===== config.mk =====
export PLATFORM = sky130hd
export DESIGN_NAME = common_command_status_handler
export DESIGN_NICKNAME = d
export VERILOG_FILES = /design/src/rtl/cmd_status_pkg.sv /design/src/rtl/common_command_status_handler.sv /design/src/rtl/setting_store.sv
export VERILOG_INCLUDE_DIRS = /design/src /design/src/rtl
export SDC_FILE = /design/constraint.sdc
export NUM_CORES = 1
export LEC_CHECK = 0
export CORE_MARGIN = 4
export CORE_UTILIZATION = 60
export DETAILED_ROUTE_END_ITERATION = 8
export DONT_BUFFER_PORTS = 1
export GPL_ROUTABILITY_DRIVEN = 0
export PLACE_DENSITY = 0.79
export SLEW_MARGIN = 25
export SYNTH_ARGS = -nofsm -noshare
export SYNTH_HDL_FRONTEND = slang
export SYNTH_HIERARCHICAL = 1
export SYNTH_SLANG_ARGS = --single-unit
export TNS_END_PERCENT = 20

===== constraint.sdc =====
create_clock -name CLK -period 5.7 [get_ports CLK]
set_input_delay 1.14 -clock CLK [delete_from_list [all_inputs] [get_ports CLK]]
set_output_delay 1.14 -clock CLK [all_outputs]
set_load 0.005 [all_outputs]

===== src/rtl/cmd_status_regs.svh =====
/*
  Constants of the common command and status handler: command codes, status bit positions,
  reset values, memory depth and timing counts.
  Assumes inclusion by bare name from rtl/ files.
*/
`ifndef CMD_STATUS_REGS_SVH
`define CMD_STATUS_REGS_SVH

// ==========================================================================
// Command codes on the CMD_CODE port
`define CMD_CLEAR_STATUS   5'h01
`define CMD_SET_EVT_ENABLE 5'h02
`define CMD_QRY_EVT_ENABLE 5'h03
`define CMD_QRY_EVT_STATUS 5'h04
`define CMD_QRY_IDENT      5'h05
`define CMD_QRY_INDIV      5'h06
`define CMD_OP_COMPLETE    5'h07
`define CMD_QRY_OP_COMPL   5'h08
`define CMD_QRY_OPTIONS    5'h09
`define CMD_SET_POLL_EN    5'h0A
`define CMD_QRY_POLL_EN    5'h0B
`define CMD_SET_PON_CLEAR  5'h0C
`define CMD_QRY_PON_CLEAR  5'h0D
`define CMD_RECALL         5'h0E
`define CMD_DEVICE_RESET   5'h0F
`define CMD_SAVE           5'h10
`define CMD_SAVE_DEFAULTS  5'h11
`define CMD_SET_SRQ_EN     5'h12
`define CMD_QRY_SRQ_EN     5'h13
`define CMD_QRY_STB        5'h14
`define CMD_TRIGGER        5'h15
`define CMD_QRY_SELFTEST   5'h16
`define CMD_WAIT           5'h17
`define CMD_QRY_CURRENT    5'h18
`define CMD_QRY_POWER      5'h19
`define CMD_QRY_VOLTAGE    5'h1A

// ==========================================================================
// Status bit positions
`define EVT_BIT_OPC        0
`define EVT_BIT_QUERY_ERR  2
`define EVT_BIT_CMD_ERR    5
`define EVT_BIT_PWR_ON     7
`define STB_BIT_EAV        2
`define STB_BIT_ESB        5
`define STB_BIT_MSS        6

// ==========================================================================
// Values and sizes
`define ASCII_ONE          8'h31
`define ASCII_ZERO         8'h30
`define SETTING_LOCS       4
`define SETTING_W          32
`define FACTORY_SETTINGS   32'h0000_0000
`define OPTIONS_WORD       8'h00
`define IDENT_WORD         8'h5A
`define SELFTEST_NS        400
`define SELFTEST_CYCLES    (`SELFTEST_NS / 40)

`endif


===== src/rtl/cmd_status_pkg.sv =====
/*
  Types of the common command and status handler.
  Assumes nothing beyond a SystemVerilog compiler.
*/
package cmd_status_pkg;

  // ========================================================================
  // Sequencer states, Gray coded along idle, run, wait, answer
  typedef enum logic [2:0] {
    ST_IDLE   = 3'b000,
    ST_EXEC   = 3'b001,
    ST_HOLD   = 3'b011,
    ST_ANSWER = 3'b010,
    ST_TEST   = 3'b110
  } seq_state_t;

endpackage


===== src/rtl/common_command_status_handler.sv =====
/*
  Common command interpreter and status reporting for a programmable supply: status and
  enable registers, operation complete, wait, trigger, self-test, reset, save and recall.
  Assumes a parser upstream decodes each command of a string into CMD_CODE and CMD_ARG,
  one per strobe in order, and a host side reads RESP_DATA beats.
*/
// Notes on behaviour
// - Clear status empties event register, queue flag and pending operation-complete.
// - Event enable mask loads from argument and reads back on query.
// - Event register query returns present event register contents.
// - Option query returns the installed options word.
// - Individual status query returns the ist local message state.
// - After operation-complete command, event bit sets once operations finish.
// - Operation-complete query answers ASCII one only after operations finish.
// - Parallel poll enable mask loads from argument and reads back.
// - Power-on clear setting loads and reads back, but enable masks clear at reset whether it is 1 or 0.
// - Recall restores settings from the stored location.
// - Device reset forces settings to a fixed known state.
// - Save stores current settings at the given location.
// - Save-defaults stores factory settings at the given location.
// - Service request enable mask loads from argument with bit 6 cleared, and reads back.
// - Status byte query returns status byte with master summary bit.
// - Trigger command acts like a group execute trigger message.
// - Self-test query runs the test and answers pass or fail.
// - Wait command holds later commands until no operation is pending.
// - Commands of one string are executed one after another.
`timescale 1ns/1ps
`include "cmd_status_regs.svh"

module common_command_status_handler (
  input  wire logic                   CLK,
  input  wire logic                   RESET,
  input  wire logic                   CMD_VALID,
  input  wire logic [4:0]             CMD_CODE,
  input  wire logic [15:0]            CMD_ARG,
  output logic                        CMD_READY,
  output logic                        RESP_VALID,
  output logic [15:0]                 RESP_DATA,
  input  wire logic                   RESP_READY,
  input  wire logic                   OPS_PENDING,
  input  wire logic                   SELFTEST_FAIL,
  input  wire logic                   QUERY_ERROR,
  input  wire logic                   CMD_ERROR,
  input  wire logic [15:0]            MEAS_CURRENT,
  input  wire logic [15:0]            MEAS_POWER,
  input  wire logic [15:0]            MEAS_VOLTAGE,
  input  wire logic [`SETTING_W-1:0]  SETTINGS_IN,
  output logic [`SETTING_W-1:0]       SETTINGS_OUT,
  output logic                        SETTINGS_LOAD,
  output logic                        TRIGGER_PULSE,
  output logic                        SELFTEST_START,
  output logic                        SRQ,
  output logic                        IST
);

  // ==========================================================================
  // State
  cmd_status_pkg::seq_state_t state_q, state_d;
  logic [7:0]             evt_q;
  logic [7:0]             evt_en_q;
  logic [7:0]             srq_en_q;
  logic [7:0]             poll_en_q;
  logic                   pon_clear_q;
  logic                   pon_done_q;
  logic                   opc_armed_q;
  logic [4:0]             cmd_q;
  logic [15:0]            arg_q;
  logic [7:0]             test_cnt_q;
  logic [`SETTING_W-1:0]  mem_rd;

  // ==========================================================================
  // Status summaries
  wire        esb_sum   = |(evt_q & evt_en_q);
  wire        eav_sum   = RESP_VALID;
  wire [7:0]  stb_raw   = {1'b0, 1'b0, esb_sum, 2'b00, eav_sum, 2'b00};
  wire        mss       = |(stb_raw & srq_en_q);
  wire [7:0]  stb_full  = stb_raw | ({7'h00, mss} << `STB_BIT_MSS);
  wire        ist_now   = |(stb_full & poll_en_q);
  wire        take      = CMD_VALID && CMD_READY;

  // Stored-settings traffic
  wire        mem_we    = (state_q == cmd_status_pkg::ST_EXEC)
                          && (cmd_q == `CMD_SAVE || cmd_q == `CMD_SAVE_DEFAULTS);
  wire [`SETTING_W-1:0] mem_wd = (cmd_q == `CMD_SAVE_DEFAULTS) ? `FACTORY_SETTINGS
                                                               : SETTINGS_IN;

  setting_store u_store (
    .clk     (CLK),
    .wr_en   (mem_we),
    .loc     (arg_q[1:0]),
    .wr_data (mem_wd),
    .rd_data (mem_rd)
  );

  // ==========================================================================
  // Functions
  function automatic logic is_query(input logic [4:0] c);
    is_query = (c == `CMD_QRY_EVT_ENABLE) || (c == `CMD_QRY_EVT_STATUS) ||
               (c == `CMD_QRY_IDENT) || (c == `CMD_QRY_INDIV) ||
               (c == `CMD_QRY_OP_COMPL) || (c == `CMD_QRY_OPTIONS) ||
               (c == `CMD_QRY_POLL_EN) || (c == `CMD_QRY_PON_CLEAR) ||
               (c == `CMD_QRY_SRQ_EN) || (c == `CMD_QRY_STB) ||
               (c == `CMD_QRY_CURRENT) || (c == `CMD_QRY_POWER) ||
               (c == `CMD_QRY_VOLTAGE);
  endfunction

  function automatic logic [15:0] byte_word(input logic [7:0] b);
    byte_word = {8'h00, b};
  endfunction

  // Answer word for a query
  logic [15:0] answer;
  always_comb begin
    case (cmd_q)
      `CMD_QRY_EVT_ENABLE: answer = byte_word(evt_en_q);
      `CMD_QRY_EVT_STATUS: answer = byte_word(evt_q);
      `CMD_QRY_IDENT:      answer = byte_word(`IDENT_WORD);
      `CMD_QRY_INDIV:      answer = byte_word({7'h00, ist_now});
      `CMD_QRY_OP_COMPL:   answer = byte_word(`ASCII_ONE);
      `CMD_QRY_OPTIONS:    answer = byte_word(`OPTIONS_WORD);
      `CMD_QRY_POLL_EN:    answer = byte_word(poll_en_q);
      `CMD_QRY_PON_CLEAR:  answer = byte_word({7'h00, pon_clear_q});
      `CMD_QRY_SRQ_EN:     answer = byte_word(srq_en_q);
      `CMD_QRY_STB:        answer = byte_word(stb_full);
      `CMD_QRY_CURRENT:    answer = MEAS_CURRENT;
      `CMD_QRY_POWER:      answer = MEAS_POWER;
      `CMD_QRY_VOLTAGE:    answer = MEAS_VOLTAGE;
      default:             answer = 16'h0000;
    endcase
  end

  // ==========================================================================
  // Sequencer: one command at a time, in arrival order
  always_comb begin
    state_d = state_q;
    case (state_q)
      cmd_status_pkg::ST_IDLE: begin
        if (take) begin
          state_d = cmd_status_pkg::ST_EXEC;
        end
      end
      cmd_status_pkg::ST_EXEC: begin
        if (cmd_q == `CMD_WAIT || cmd_q == `CMD_QRY_OP_COMPL) begin
          state_d = cmd_status_pkg::ST_HOLD;
        end else if (cmd_q == `CMD_QRY_SELFTEST) begin
          state_d = cmd_status_pkg::ST_TEST;
        end else if (is_query(cmd_q)) begin
          state_d = cmd_status_pkg::ST_ANSWER;
        end else begin
          state_d = cmd_status_pkg::ST_IDLE;
        end
      end
      cmd_status_pkg::ST_HOLD: begin
        if (!OPS_PENDING) begin
          state_d = (cmd_q == `CMD_WAIT) ? cmd_status_pkg::ST_IDLE
                                         : cmd_status_pkg::ST_ANSWER;
        end
      end
      cmd_status_pkg::ST_TEST: begin
        if (test_cnt_q == 8'h00) begin
          state_d = cmd_status_pkg::ST_ANSWER;
        end
      end
      cmd_status_pkg::ST_ANSWER: begin
        if (RESP_VALID && RESP_READY) begin
          state_d = cmd_status_pkg::ST_IDLE;
        end
      end
      default: state_d = cmd_status_pkg::ST_IDLE;
    endcase
  end

  wire entering_answer = (state_q != cmd_status_pkg::ST_ANSWER)
                         && (state_d == cmd_status_pkg::ST_ANSWER);
  wire in_exec         = (state_q == cmd_status_pkg::ST_EXEC);
  wire clear_status    = in_exec && (cmd_q == `CMD_CLEAR_STATUS);
  wire dev_reset       = in_exec && (cmd_q == `CMD_DEVICE_RESET);
  wire opc_done        = opc_armed_q && !OPS_PENDING;
  wire [7:0] evt_set   = ({7'h00, opc_done} << `EVT_BIT_OPC)
                         | ({7'h00, QUERY_ERROR} << `EVT_BIT_QUERY_ERR)
                         | ({7'h00, CMD_ERROR} << `EVT_BIT_CMD_ERR);
  wire answer_taken    = (state_q == cmd_status_pkg::ST_ANSWER) && RESP_VALID && RESP_READY;
  wire [7:0] evt_clr   = clear_status ? 8'hFF : 8'h00;
  wire [7:0] evt_rd_clr = (answer_taken && cmd_q == `CMD_QRY_EVT_STATUS) ? 8'hFF : 8'h00;

  // Strobe decodes of the execute cycle
  wire do_opc_cmd      = in_exec && (cmd_q == `CMD_OP_COMPLETE);
  wire do_recall       = in_exec && (cmd_q == `CMD_RECALL);
  wire do_trigger      = in_exec && (cmd_q == `CMD_TRIGGER);
  wire do_selftest     = in_exec && (cmd_q == `CMD_QRY_SELFTEST);

  // ==========================================================================
  // Sequencer state
  always_ff @(posedge CLK or posedge RESET) begin
    if (RESET) begin
      state_q <= cmd_status_pkg::ST_IDLE;
    end else begin
      state_q <= state_d;
    end
  end

  // Command capture at the taking edge, held for the whole command
  always_ff @(posedge CLK or posedge RESET) begin
    if (RESET) begin
      cmd_q <= 5'h00;
      arg_q <= 16'h0000;
    end else if (take) begin
      cmd_q <= CMD_CODE;
      arg_q <= CMD_ARG;
    end
  end

  // Event register: hardware set wins over software clear
  always_ff @(posedge CLK or posedge RESET) begin
    if (RESET) begin
      evt_q <= 8'h80;
    end else begin
      evt_q <= (evt_q & ~(evt_clr | evt_rd_clr)) | evt_set;
    end
  end

  // Pending operation-complete request
  always_ff @(posedge CLK or posedge RESET) begin
    if (RESET) begin
      opc_armed_q <= 1'b0;
    end else if (do_opc_cmd) begin
      opc_armed_q <= 1'b1;
    end else if (clear_status || opc_done) begin
      opc_armed_q <= 1'b0;
    end
  end

  // Power-on clear setting
  always_ff @(posedge CLK or posedge RESET) begin
    if (RESET) begin
      pon_clear_q <= 1'b1;
    end else if (in_exec && cmd_q == `CMD_SET_PON_CLEAR) begin
      pon_clear_q <= arg_q[0];
    end
  end

  // Enable masks, cleared by RESET whatever the power-on clear setting
  always_ff @(posedge CLK or posedge RESET) begin
    if (RESET) begin
      evt_en_q    <= 8'h00;
      srq_en_q    <= 8'h00;
      poll_en_q   <= 8'h00;
      pon_done_q  <= 1'b0;
    end else begin
      pon_done_q <= 1'b1;
      if (!pon_done_q && pon_clear_q) begin
        evt_en_q  <= 8'h00;
        srq_en_q  <= 8'h00;
        poll_en_q <= 8'h00;
      end else if (in_exec) begin
        case (cmd_q)
          `CMD_SET_EVT_ENABLE: evt_en_q    <= arg_q[7:0];
          `CMD_SET_SRQ_EN:     srq_en_q    <= arg_q[7:0] & 8'hBF;
          `CMD_SET_POLL_EN:    poll_en_q   <= arg_q[7:0];
          default:             poll_en_q   <= poll_en_q;
        endcase
      end
    end
  end

  // Self-test timer
  always_ff @(posedge CLK or posedge RESET) begin
    if (RESET) begin
      test_cnt_q <= 8'h00;
    end else if (do_selftest) begin
      test_cnt_q <= 8'(`SELFTEST_CYCLES - 1);
    end else if (test_cnt_q != 8'h00) begin
      test_cnt_q <= test_cnt_q - 8'h01;
    end
  end

  // Answer valid: rises with the answer, falls at the edge that takes it
  always_ff @(posedge CLK or posedge RESET) begin
    if (RESET) begin
      RESP_VALID <= 1'b0;
    end else if (entering_answer) begin
      RESP_VALID <= 1'b1;
    end else if (RESP_READY) begin
      RESP_VALID <= 1'b0;
    end
  end

  // Answer word, loaded once per query and held while it waits
  always_ff @(posedge CLK or posedge RESET) begin
    if (RESET) begin
      RESP_DATA <= 16'h0000;
    end else if (entering_answer) begin
      RESP_DATA <= (cmd_q == `CMD_QRY_SELFTEST) ? {15'h0000, SELFTEST_FAIL}
                                                : answer;
    end
  end

  // Settings word to apply, with its load strobe
  always_ff @(posedge CLK or posedge RESET) begin
    if (RESET) begin
      SETTINGS_OUT  <= `FACTORY_SETTINGS;
      SETTINGS_LOAD <= 1'b0;
    end else begin
      SETTINGS_LOAD <= dev_reset || do_recall;
      if (dev_reset) begin
        SETTINGS_OUT <= `FACTORY_SETTINGS;
      end else if (do_recall) begin
        SETTINGS_OUT <= mem_rd;
      end
    end
  end

  // One-cycle strobes to the trigger and self-test logic
  always_ff @(posedge CLK or posedge RESET) begin
    if (RESET) begin
      TRIGGER_PULSE  <= 1'b0;
      SELFTEST_START <= 1'b0;
    end else begin
      TRIGGER_PULSE  <= do_trigger;
      SELFTEST_START <= do_selftest;
    end
  end

  // Service request and ist pins, a cycle behind the summaries
  always_ff @(posedge CLK or posedge RESET) begin
    if (RESET) begin
      SRQ <= 1'b0;
      IST <= 1'b0;
    end else begin
      SRQ <= mss;
      IST <= ist_now;
    end
  end

  // Ready only while the sequencer returns to idle with nothing taken
  always_ff @(posedge CLK or posedge RESET) begin
    if (RESET) begin
      CMD_READY <= 1'b0;
    end else begin
      CMD_READY <= (state_d == cmd_status_pkg::ST_IDLE) && !take;
    end
  end

endmodule


===== src/rtl/setting_store.sv =====
/*
  Small memory of saved setting words with one write and one read port.
  Assumes the caller keeps the location inside the depth.
*/
`timescale 1ns/1ps
`include "cmd_status_regs.svh"

module setting_store (
  input  wire logic                    clk,
  input  wire logic                    wr_en,
  input  wire logic [1:0]              loc,
  input  wire logic [`SETTING_W-1:0]   wr_data,
  output wire logic [`SETTING_W-1:0]   rd_data
);

  logic [`SETTING_W-1:0] mem [0:`SETTING_LOCS-1];

  // ==========================================================================
  // Storage, contents undefined until first written
  always_ff @(posedge clk) begin
    if (wr_en) begin
      mem[loc] <= wr_data;
    end
  end

  assign rd_data = mem[loc];

endmodule


==> impl_metrics.yaml, run 1 <==
status:
  status: "finished, final reports clean"
clock_tree:
  cts_inserted_buffers: 24
  htreeDepth: 1
  clkTransAtPathRegs_ps: 60
  hold_buffers: 0
  clock_sinks: 241
  cts-root-buf: "clkbuf_16"
  cts_resized: 0
  cts_setup_buffers: 0
  cts.path.max_buffers: 3
  insertion_delay_ps: 500
  cts_tree: "built"
sta:
  rsz0062_at_grt: "no"
  drv_slew: 0
  skew_ps: 6.28
  finalSetupViolCount: 0
  fin_crit_sh: 0.547
  fmax_mhz: 321
  final_hold_viol_count: 0
  worstMarginPinSlew_ps: 986
  min_period_ps: 3120
  maxSlewHeadroom: 0.340
  whs_ps: 504
  finalSetupTns_ps: 0
critical_path:
  path_cells: "nand3b_1 -> nor3_2 -> nor2_1 -> o221ai_4 -> mux2_2"
  startpoint_type: "register"
  path_delay_family: "simple AND/OR/NAND/NOR gates"
  cpPeakStageDelay_ps: 870
  cpMaxStageDelayCell: "dfrtp_1"
  crit_path_end_kind: "register"
  critPathArrivalTime_ps: 3500
  crit_fanout: 28
  path_class: "reg -> reg"
  cp_num_buf_inv: 0
  required_ps: 6080
detailed_routing:
  vias: 6217
  ant_nets: 0
  route.met2.wl_um: 10700
  first_pass_iters: 6
  drt-vias-per-instance: 6.38
  wl_per_cell_um: 22.4
  drtIter0Drc: 617
  routed_wirelength_um: 21800
  drc: 0
  highest_layer: "met5"
  met3_length_um: 2090
  wl_met1_um: 8550
floorplan:
  die_y_um: 139
  initial_core_util: 0.618
  boundaryPins: 164
  die-area_sq_um: 19400
  row_count: 47
  chipWidth_um: 139
  core-area_sq_um: 16800
synthesis:
  netlist_area_sq_um: 10400
  ys_types: 66
  yosysTopAreaCellShare: 0.371
  synthAdderAreaFrac: 0.00121
  synth_nets: 855
  syn-instance-count: 745
  yosys.area_share.simple: 0.130
  synth_edf_count: 128
  ys.flop_type: "edfxtp_1"
  synth_compound_area_frac: 0.0725
  synth_top_family_by_area: "simple AND/OR/NAND/NOR gates"
  muxShareOfSynthArea: 0.119
  syn_avg_cell_area_sq_um: 13.9
  yosysMostFrequentCell: "edfxtp_1"
  yosysSeqAreaShare: 0.644
  synth_xor_area_frac: 0.00254
  synth_common_cells: "128 x edfxtp_1, 111 x dfrtp_1, 56 x nand2_1"
  synth_warnings: 6
  synth-async-reset-ratio: 0.469
  synthTopCellsByArea: "edfxtp_1 37%, dfrtp_1 27%, mux4_2 6.1%, and2_1 2.4%, mux2i_1 2.4%"
  ys_seq_elements: 241
  synth_area_leader_cell: "edfxtp_1"
final_layout:
  area_delta_synth_final_pct: 8.61
  nets: 843
  n_fill_cell: 1181
  instances_no_fill: 974
  design_area_sq_um: 11300
  fin_util: 0.671
  regArea_sq_um: 6680
  multi_input_area_sq_um: 3390
  layout-drive-gt1-share: 0.156
global_route:
  grt_pass1_vias: 6644
  grt_max_degree: 67
  grt_use_total: 0.225
  grt_overflow: 0
  antenna_found_initial: 6
  grt_pass1_wl_um: 35400
placement:
  placed_area_sq_um: 10500
  dp.cells: 927
  port-buffer-count: 0
  dp_hpwl_um: 14000
run:
  drv_cap: 0
hold_path:
  min_path_type: "reg -> reg"
power:
  p_per_area_nw_per_um2: 479
  cellLeakagePower_nw: 4.42
  vdd.ir_drop.worst_v: 0.000292
state kept, by name, indices dropped and copies added (netlist names), 3 cells and up:
signal / cells
u_store/mem: 128
SETTINGS_OUT: 32
RESP_DATA: 16
arg_q: 8
evt_en_q: 8
evt_q: 8
poll_en_q: 8
test_cnt_q: 8
srq_en_q: 7
cmd_q: 5
state_q: 3
path summary, 6_finish.rpt:
kind,from,to,slack [ps],cells after the start
max in group asynchronous,RESET,arg_q[0]$_DFFE_PP0P_,3820,2
max reg2reg,cmd_q[1]$_DFFE_PP0P_,RESP_DATA[4]$_DFFE_PP0P_,2580,5
min reg2reg,evt_q[7]$_DFF_PP1_,evt_q[7]$_DFF_PP1_,500,1
min,evt_q[7]$_DFF_PP1_,evt_q[7]$_DFF_PP1_,500,1
min in group asynchronous,RESET,SETTINGS_OUT[26]$_DFFE_PP0P_,680,1
max,cmd_q[1]$_DFFE_PP0P_,RESP_DATA[4]$_DFFE_PP0P_,2580,5
cells by family (layout without fill, tap and decap cells):
group | after synthesis | after routing
other cells | 1 | 4
buf+inv | 66 | 72
flops | 241 | 241
mux | 79 | 79
xor+xnor | 3 | 3
simple gates | 244 | 244
compound gates | 110 | 110
fa+ha+maj | 1 | 1
worst register-to-register path, cell delays in order (launching register included):
cell,delay (ps)
dfrtp_1,870
nand3b_1,300
nor3_2,630
nor2_1,160
o221ai_4,610
mux2_2,430
per-layer routing:
layer  up-vias  GRT usage
li1       2761          -
met1      3092      0.291
met3        57     0.0600
met5         -          0
met4         6     0.0525
met2       301      0.384
per-stage QoR:
step / power [mW] / setup slack, ps
finish: 5.38 / 2580
CTS: 5.41 / 2360
floorplan: 3.60 / 1580
global route: 5.69 / 2400
detailed placement: 3.92 / 2360
global placement: 3.85 / 2430
layout make-up:
class | count | area share
antenna | 3 | 0.000667
tap | 220 | 0.0245
multi-input combinational | 438 | 0.302
clock inverter | 12 | 0.00601
clock buffer | 32 | 0.0615
inverter | 20 | 0.00690
sequential | 241 | 0.593
timing repair buffer | 8 | 0.00534
cells in the final DEF, fill, tap and decap left out, types with 3 or more instances in the layout:
cell / count
and2_1: 40
a222oi_1: 11
mux2i_1: 25
inv_1: 19
nor2b_1: 6
mux4_1: 4
clkbuf_16: 25
buf_4: 8
clkbuf_1: 3
clkinv_2: 8
a22oi_1: 13
edfxtp_1: 128
nand2_1: 55
nand3_1: 21
diode_2: 3
nand2b_1: 39
a32oi_1: 6
a21oi_1: 19
nor3_1: 11
nor3b_1: 4
a21o_1: 3
nand3b_1: 3
mux2_2: 21
mux4_2: 28
dfrtp_1: 109
and3_1: 7
nand4b_1: 4
o21ai_0: 38
clkbuf_8: 4
nand4_1: 5
nor2_1: 27
power by group:
part	leakage (nW)	internal, mW	switching [mW]	total, mW
Sequential	2.64	2.15	0.394	2.55
Clock	0.378	0.855	0.634	1.49
Combinational	1.40	0.647	0.702	1.35
Total	4.42	3.65	1.73	5.38
Note: power is estimated with default switching activity, not from simulation.
==> inputs of run 2 (changes only) <==
--- a/config.mk
+++ b/config.mk
@@ -6,12 +6,13 @@
 export SDC_FILE = /design/constraint.sdc
 export NUM_CORES = 1
 export LEC_CHECK = 0
+export ABC_AREA = 1
 export CORE_MARGIN = 4
-export CORE_UTILIZATION = 60
+export CORE_UTILIZATION = 57
 export DETAILED_ROUTE_END_ITERATION = 8
 export DONT_BUFFER_PORTS = 1
 export GPL_ROUTABILITY_DRIVEN = 0
-export PLACE_DENSITY = 0.79
+export PLACE_DENSITY = 0.78
 export SLEW_MARGIN = 25
 export SYNTH_ARGS = -nofsm -noshare
 export SYNTH_HDL_FRONTEND = slang
==> constraint.sdc (replaced) <==
create_clock -name CLK -period 2.6 [get_ports CLK]
set_input_delay 0.52 -clock CLK [delete_from_list [all_inputs] [get_ports CLK]]
set_output_delay 0.52 -clock CLK [all_outputs]
set_load 0.005 [all_outputs]
==> run 2 against run 1 <==
Compared with the run above:
- register-to-register slack got worse by 2300 ps
- sequential share of layout area fell by 3.6 points
- synthesized cell count rose by 60%
- setup slack got worse by 2300 ps
- total power rose by 130%
- worst hold slack got worse by 420 ps
- cell count rose by 49%
- critical path type unchanged
==> impl_metrics.yaml, run 2 <==
status:
  status: "finished, final reports clean"
clock_tree:
  cts_setup_buffers: 0
  insertion_delay_ps: 520
  clock_sinks: 241
  cts-root-buf: "clkbuf_16"
  clkTransAtPathRegs_ps: 60
  cts.path.max_buffers: 3
  htreeDepth: 1
  cts_inserted_buffers: 25
  cts_tree: "built"
final_layout:
  regMostFlops: "u_store/mem"
  reg.largest.list: "u_store/mem (128), SETTINGS_OUT (32), RESP_DATA (16)"
  largest_register_ffs: 128
  final_common_cell: "nand2_1"
  layout-drive-gt1-share: 0.0803
  layout.cells.most_common_list: "496 x nand2_1, 128 x edfxtp_1, 109 x dfrtp_1, 108 x inv_1, 76 x nor2_1"
  diodes: 0
  nets: 1311
  fin_util: 0.658
  area_delta_synth_final_pct: 11.9
  design_area_sq_um: 12000
global_route:
  grt_pass1_wl_um: 39600
  grt_use_total: 0.228
  antenna_found_initial: 0
  grt_pass1_vias: 7921
  grt_max_degree: 66
  grt_overflow: 0
power:
  vdd.ir_drop.worst_v: 0.000623
  finalPower_mw: 12.6
  pwr-share-comb: 0.282
  p_seq_frac: 0.427
  cellLeakagePower_nw: 5.54
  p_switching_mw: 4.54
  switching_share: 0.359
  p_int_mw: 8.10
  pwr-share-clk: 0.291
  p_per_area_nw_per_um2: 1060
sta:
  fin_crit_sh: 0.872
  final_hold_viol_count: 0
  finalSetupTns_ps: 0
  skew_ps: 14.6
  fin_ws_ps: 333
  rsz0062_at_grt: "no"
  fmax_mhz: 441
  maxSlewHeadroom: 0.438
  worstMarginPinSlew_ps: 842
  min_period_ps: 2270
  drv_slew: 0
  finalSetupViolCount: 0
synthesis:
  yosysSeqAreaShare: 0.624
  syn_avg_cell_area_sq_um: 8.98
  synth-async-reset-ratio: 0.469
  synthTopCellsByArea: "edfxtp_1 36%, dfrtp_1 26%, nand2_1 17%, inv_1 3.8%, nand3_1 3.3%"
  synth_warnings: 6
  ys_seq_elements: 241
  yosysTopAreaCellShare: 0.359
  syn-instance-count: 1192
  ys_types: 43
  synth_nets: 1302
  netlist_area_sq_um: 10700
  ys.flop_type: "edfxtp_1"
  synth_edf_count: 128
  synth_area_leader_cell: "edfxtp_1"
  synth_common_cells: "496 x nand2_1, 128 x edfxtp_1, 111 x dfrtp_1"
  yosysMostFrequentCell: "nand2_1"
detailed_routing:
  ant_nets: 0
  drt-vias-per-instance: 5.43
  wl_per_cell_um: 16.8
  drc: 0
  first_pass_iters: 5
  vias: 7870
  drtIter0Drc: 601
  routed_wirelength_um: 24300
critical_path:
  critPathArrivalTime_ps: 2450
  required_ps: 2780
  path_common_cell: "inv_1"
  crit_path_end_kind: "register"
  cpPeakStageDelay_ps: 350
  cpMaxStageDelayCell: "dfrtp_1"
  crit_fanout: 21
  startpoint_type: "register"
  path_cells: "inv_1 -> nand2_1 -> nor2_2 -> inv_1 -> nor3_1 -> inv_1 -> nor3_4 -> buf_4"
  path_class: "reg -> reg"
  r2r_slack_ps: 330
placement:
  dp_hpwl_um: 15900
  pre_cts_ws_ps: 369
  placed_area_sq_um: 11100
  port-buffer-count: 0
run:
  drv_cap: 0
floorplan:
  die_y_um: 145
  chipWidth_um: 145
  row_count: 49
  initial_core_util: 0.588
  boundaryPins: 164
  core-area_sq_um: 18200
  die-area_sq_um: 21000
hold_path:
  min_path_type: "in -> reg"
run 2: kinds of logic (layout without fill, tap and decap cells):
family | Yosys count | count (layout) | share of synthesized area
other | 1 | 1 | 0.000350
and+or+nand+nor | 680 | 680 | 0.256
buffers and inverters | 165 | 193 | 0.0637
adders and majority gates | 1 | 1 | 0.00117
xor gates and xnor gates | 1 | 1 | 0.000818
DFF | 241 | 241 | 0.624
AOI/OAI and AO/OA | 103 | 103 | 0.0546
run 2: final timing paths:
path / endpoint / start / cells past startpoint
min reg2reg: evt_q[7]$_DFF_PP1_ / evt_q[7]$_DFF_PP1_ / 2
min in group asynchronous: SELFTEST_START$_DFF_PP0_ / RESET / 2
min: RESP_VALID$_DFFE_PP0P_ / RESP_READY / 1
max in group asynchronous: evt_q[7]$_DFF_PP1_ / RESET / 3
max: u_store/mem[2][25]$_DFFE_PP_ / state_q[1]$_DFF_PP0_ / 8
max reg2reg: u_store/mem[2][25]$_DFFE_PP_ / state_q[1]$_DFF_PP0_ / 8
run 2: final cells by class:
cell class / count / area, sq um
clock buffers: 32 / 718
clock inverters: 14 / 149
fillers: 1430 / 6230
inverters: 119 / 450
multi-input cells: 786 / 3410
flip-flops and latches: 241 / 6680
well taps: 229 / 287
repair buffers: 28 / 288
run 2: per-stage QoR:
step	hold slack, ps	std cells
after global routing	82.1	1449
after detailed placement	441	1402
final	88.7	1449
after global placement	442	1402
after CTS	69.1	1449
after floorplan	432	1192
run 2: critical path, delay by kind of cell (launching register included):
kind	cells	cell delay [ps]
AND/OR/NAND/NOR	4	660
flip-flops	1	350
buffers and inverters	4	910
run 2: layer usage:
| layer | GRT usage | wire length [um] |
|---|---|---|
| met5 | 0 | 0 |
| met4 | 0.0751 | 619 |
| met3 | 0.0418 | 2080 |
| met2 | 0.400 | 12000 |
| met1 | 0.288 | 9660 |
run 2: timing repair:
| item | 4_1_cts | 5_1_grt |
|---|---|---|
| resized for setup | 0 | 0 |
| endpoints found under the hold margin | 22 | 0 |
| hold buffers | 1 | 0 |
| setup endpoints to repair | 0 | 0 |
run 2: power by group through the flow:
stage               registers [mW]  clock network, mW  logic [mW]
finish                        5.40               3.68        3.57
global route                  5.49               3.89        4.08
CTS                           5.41               3.75        3.57
detailed placement            5.47                  0        3.53
global placement              5.45                  0        3.43
floorplan                     5.23                  0        2.76
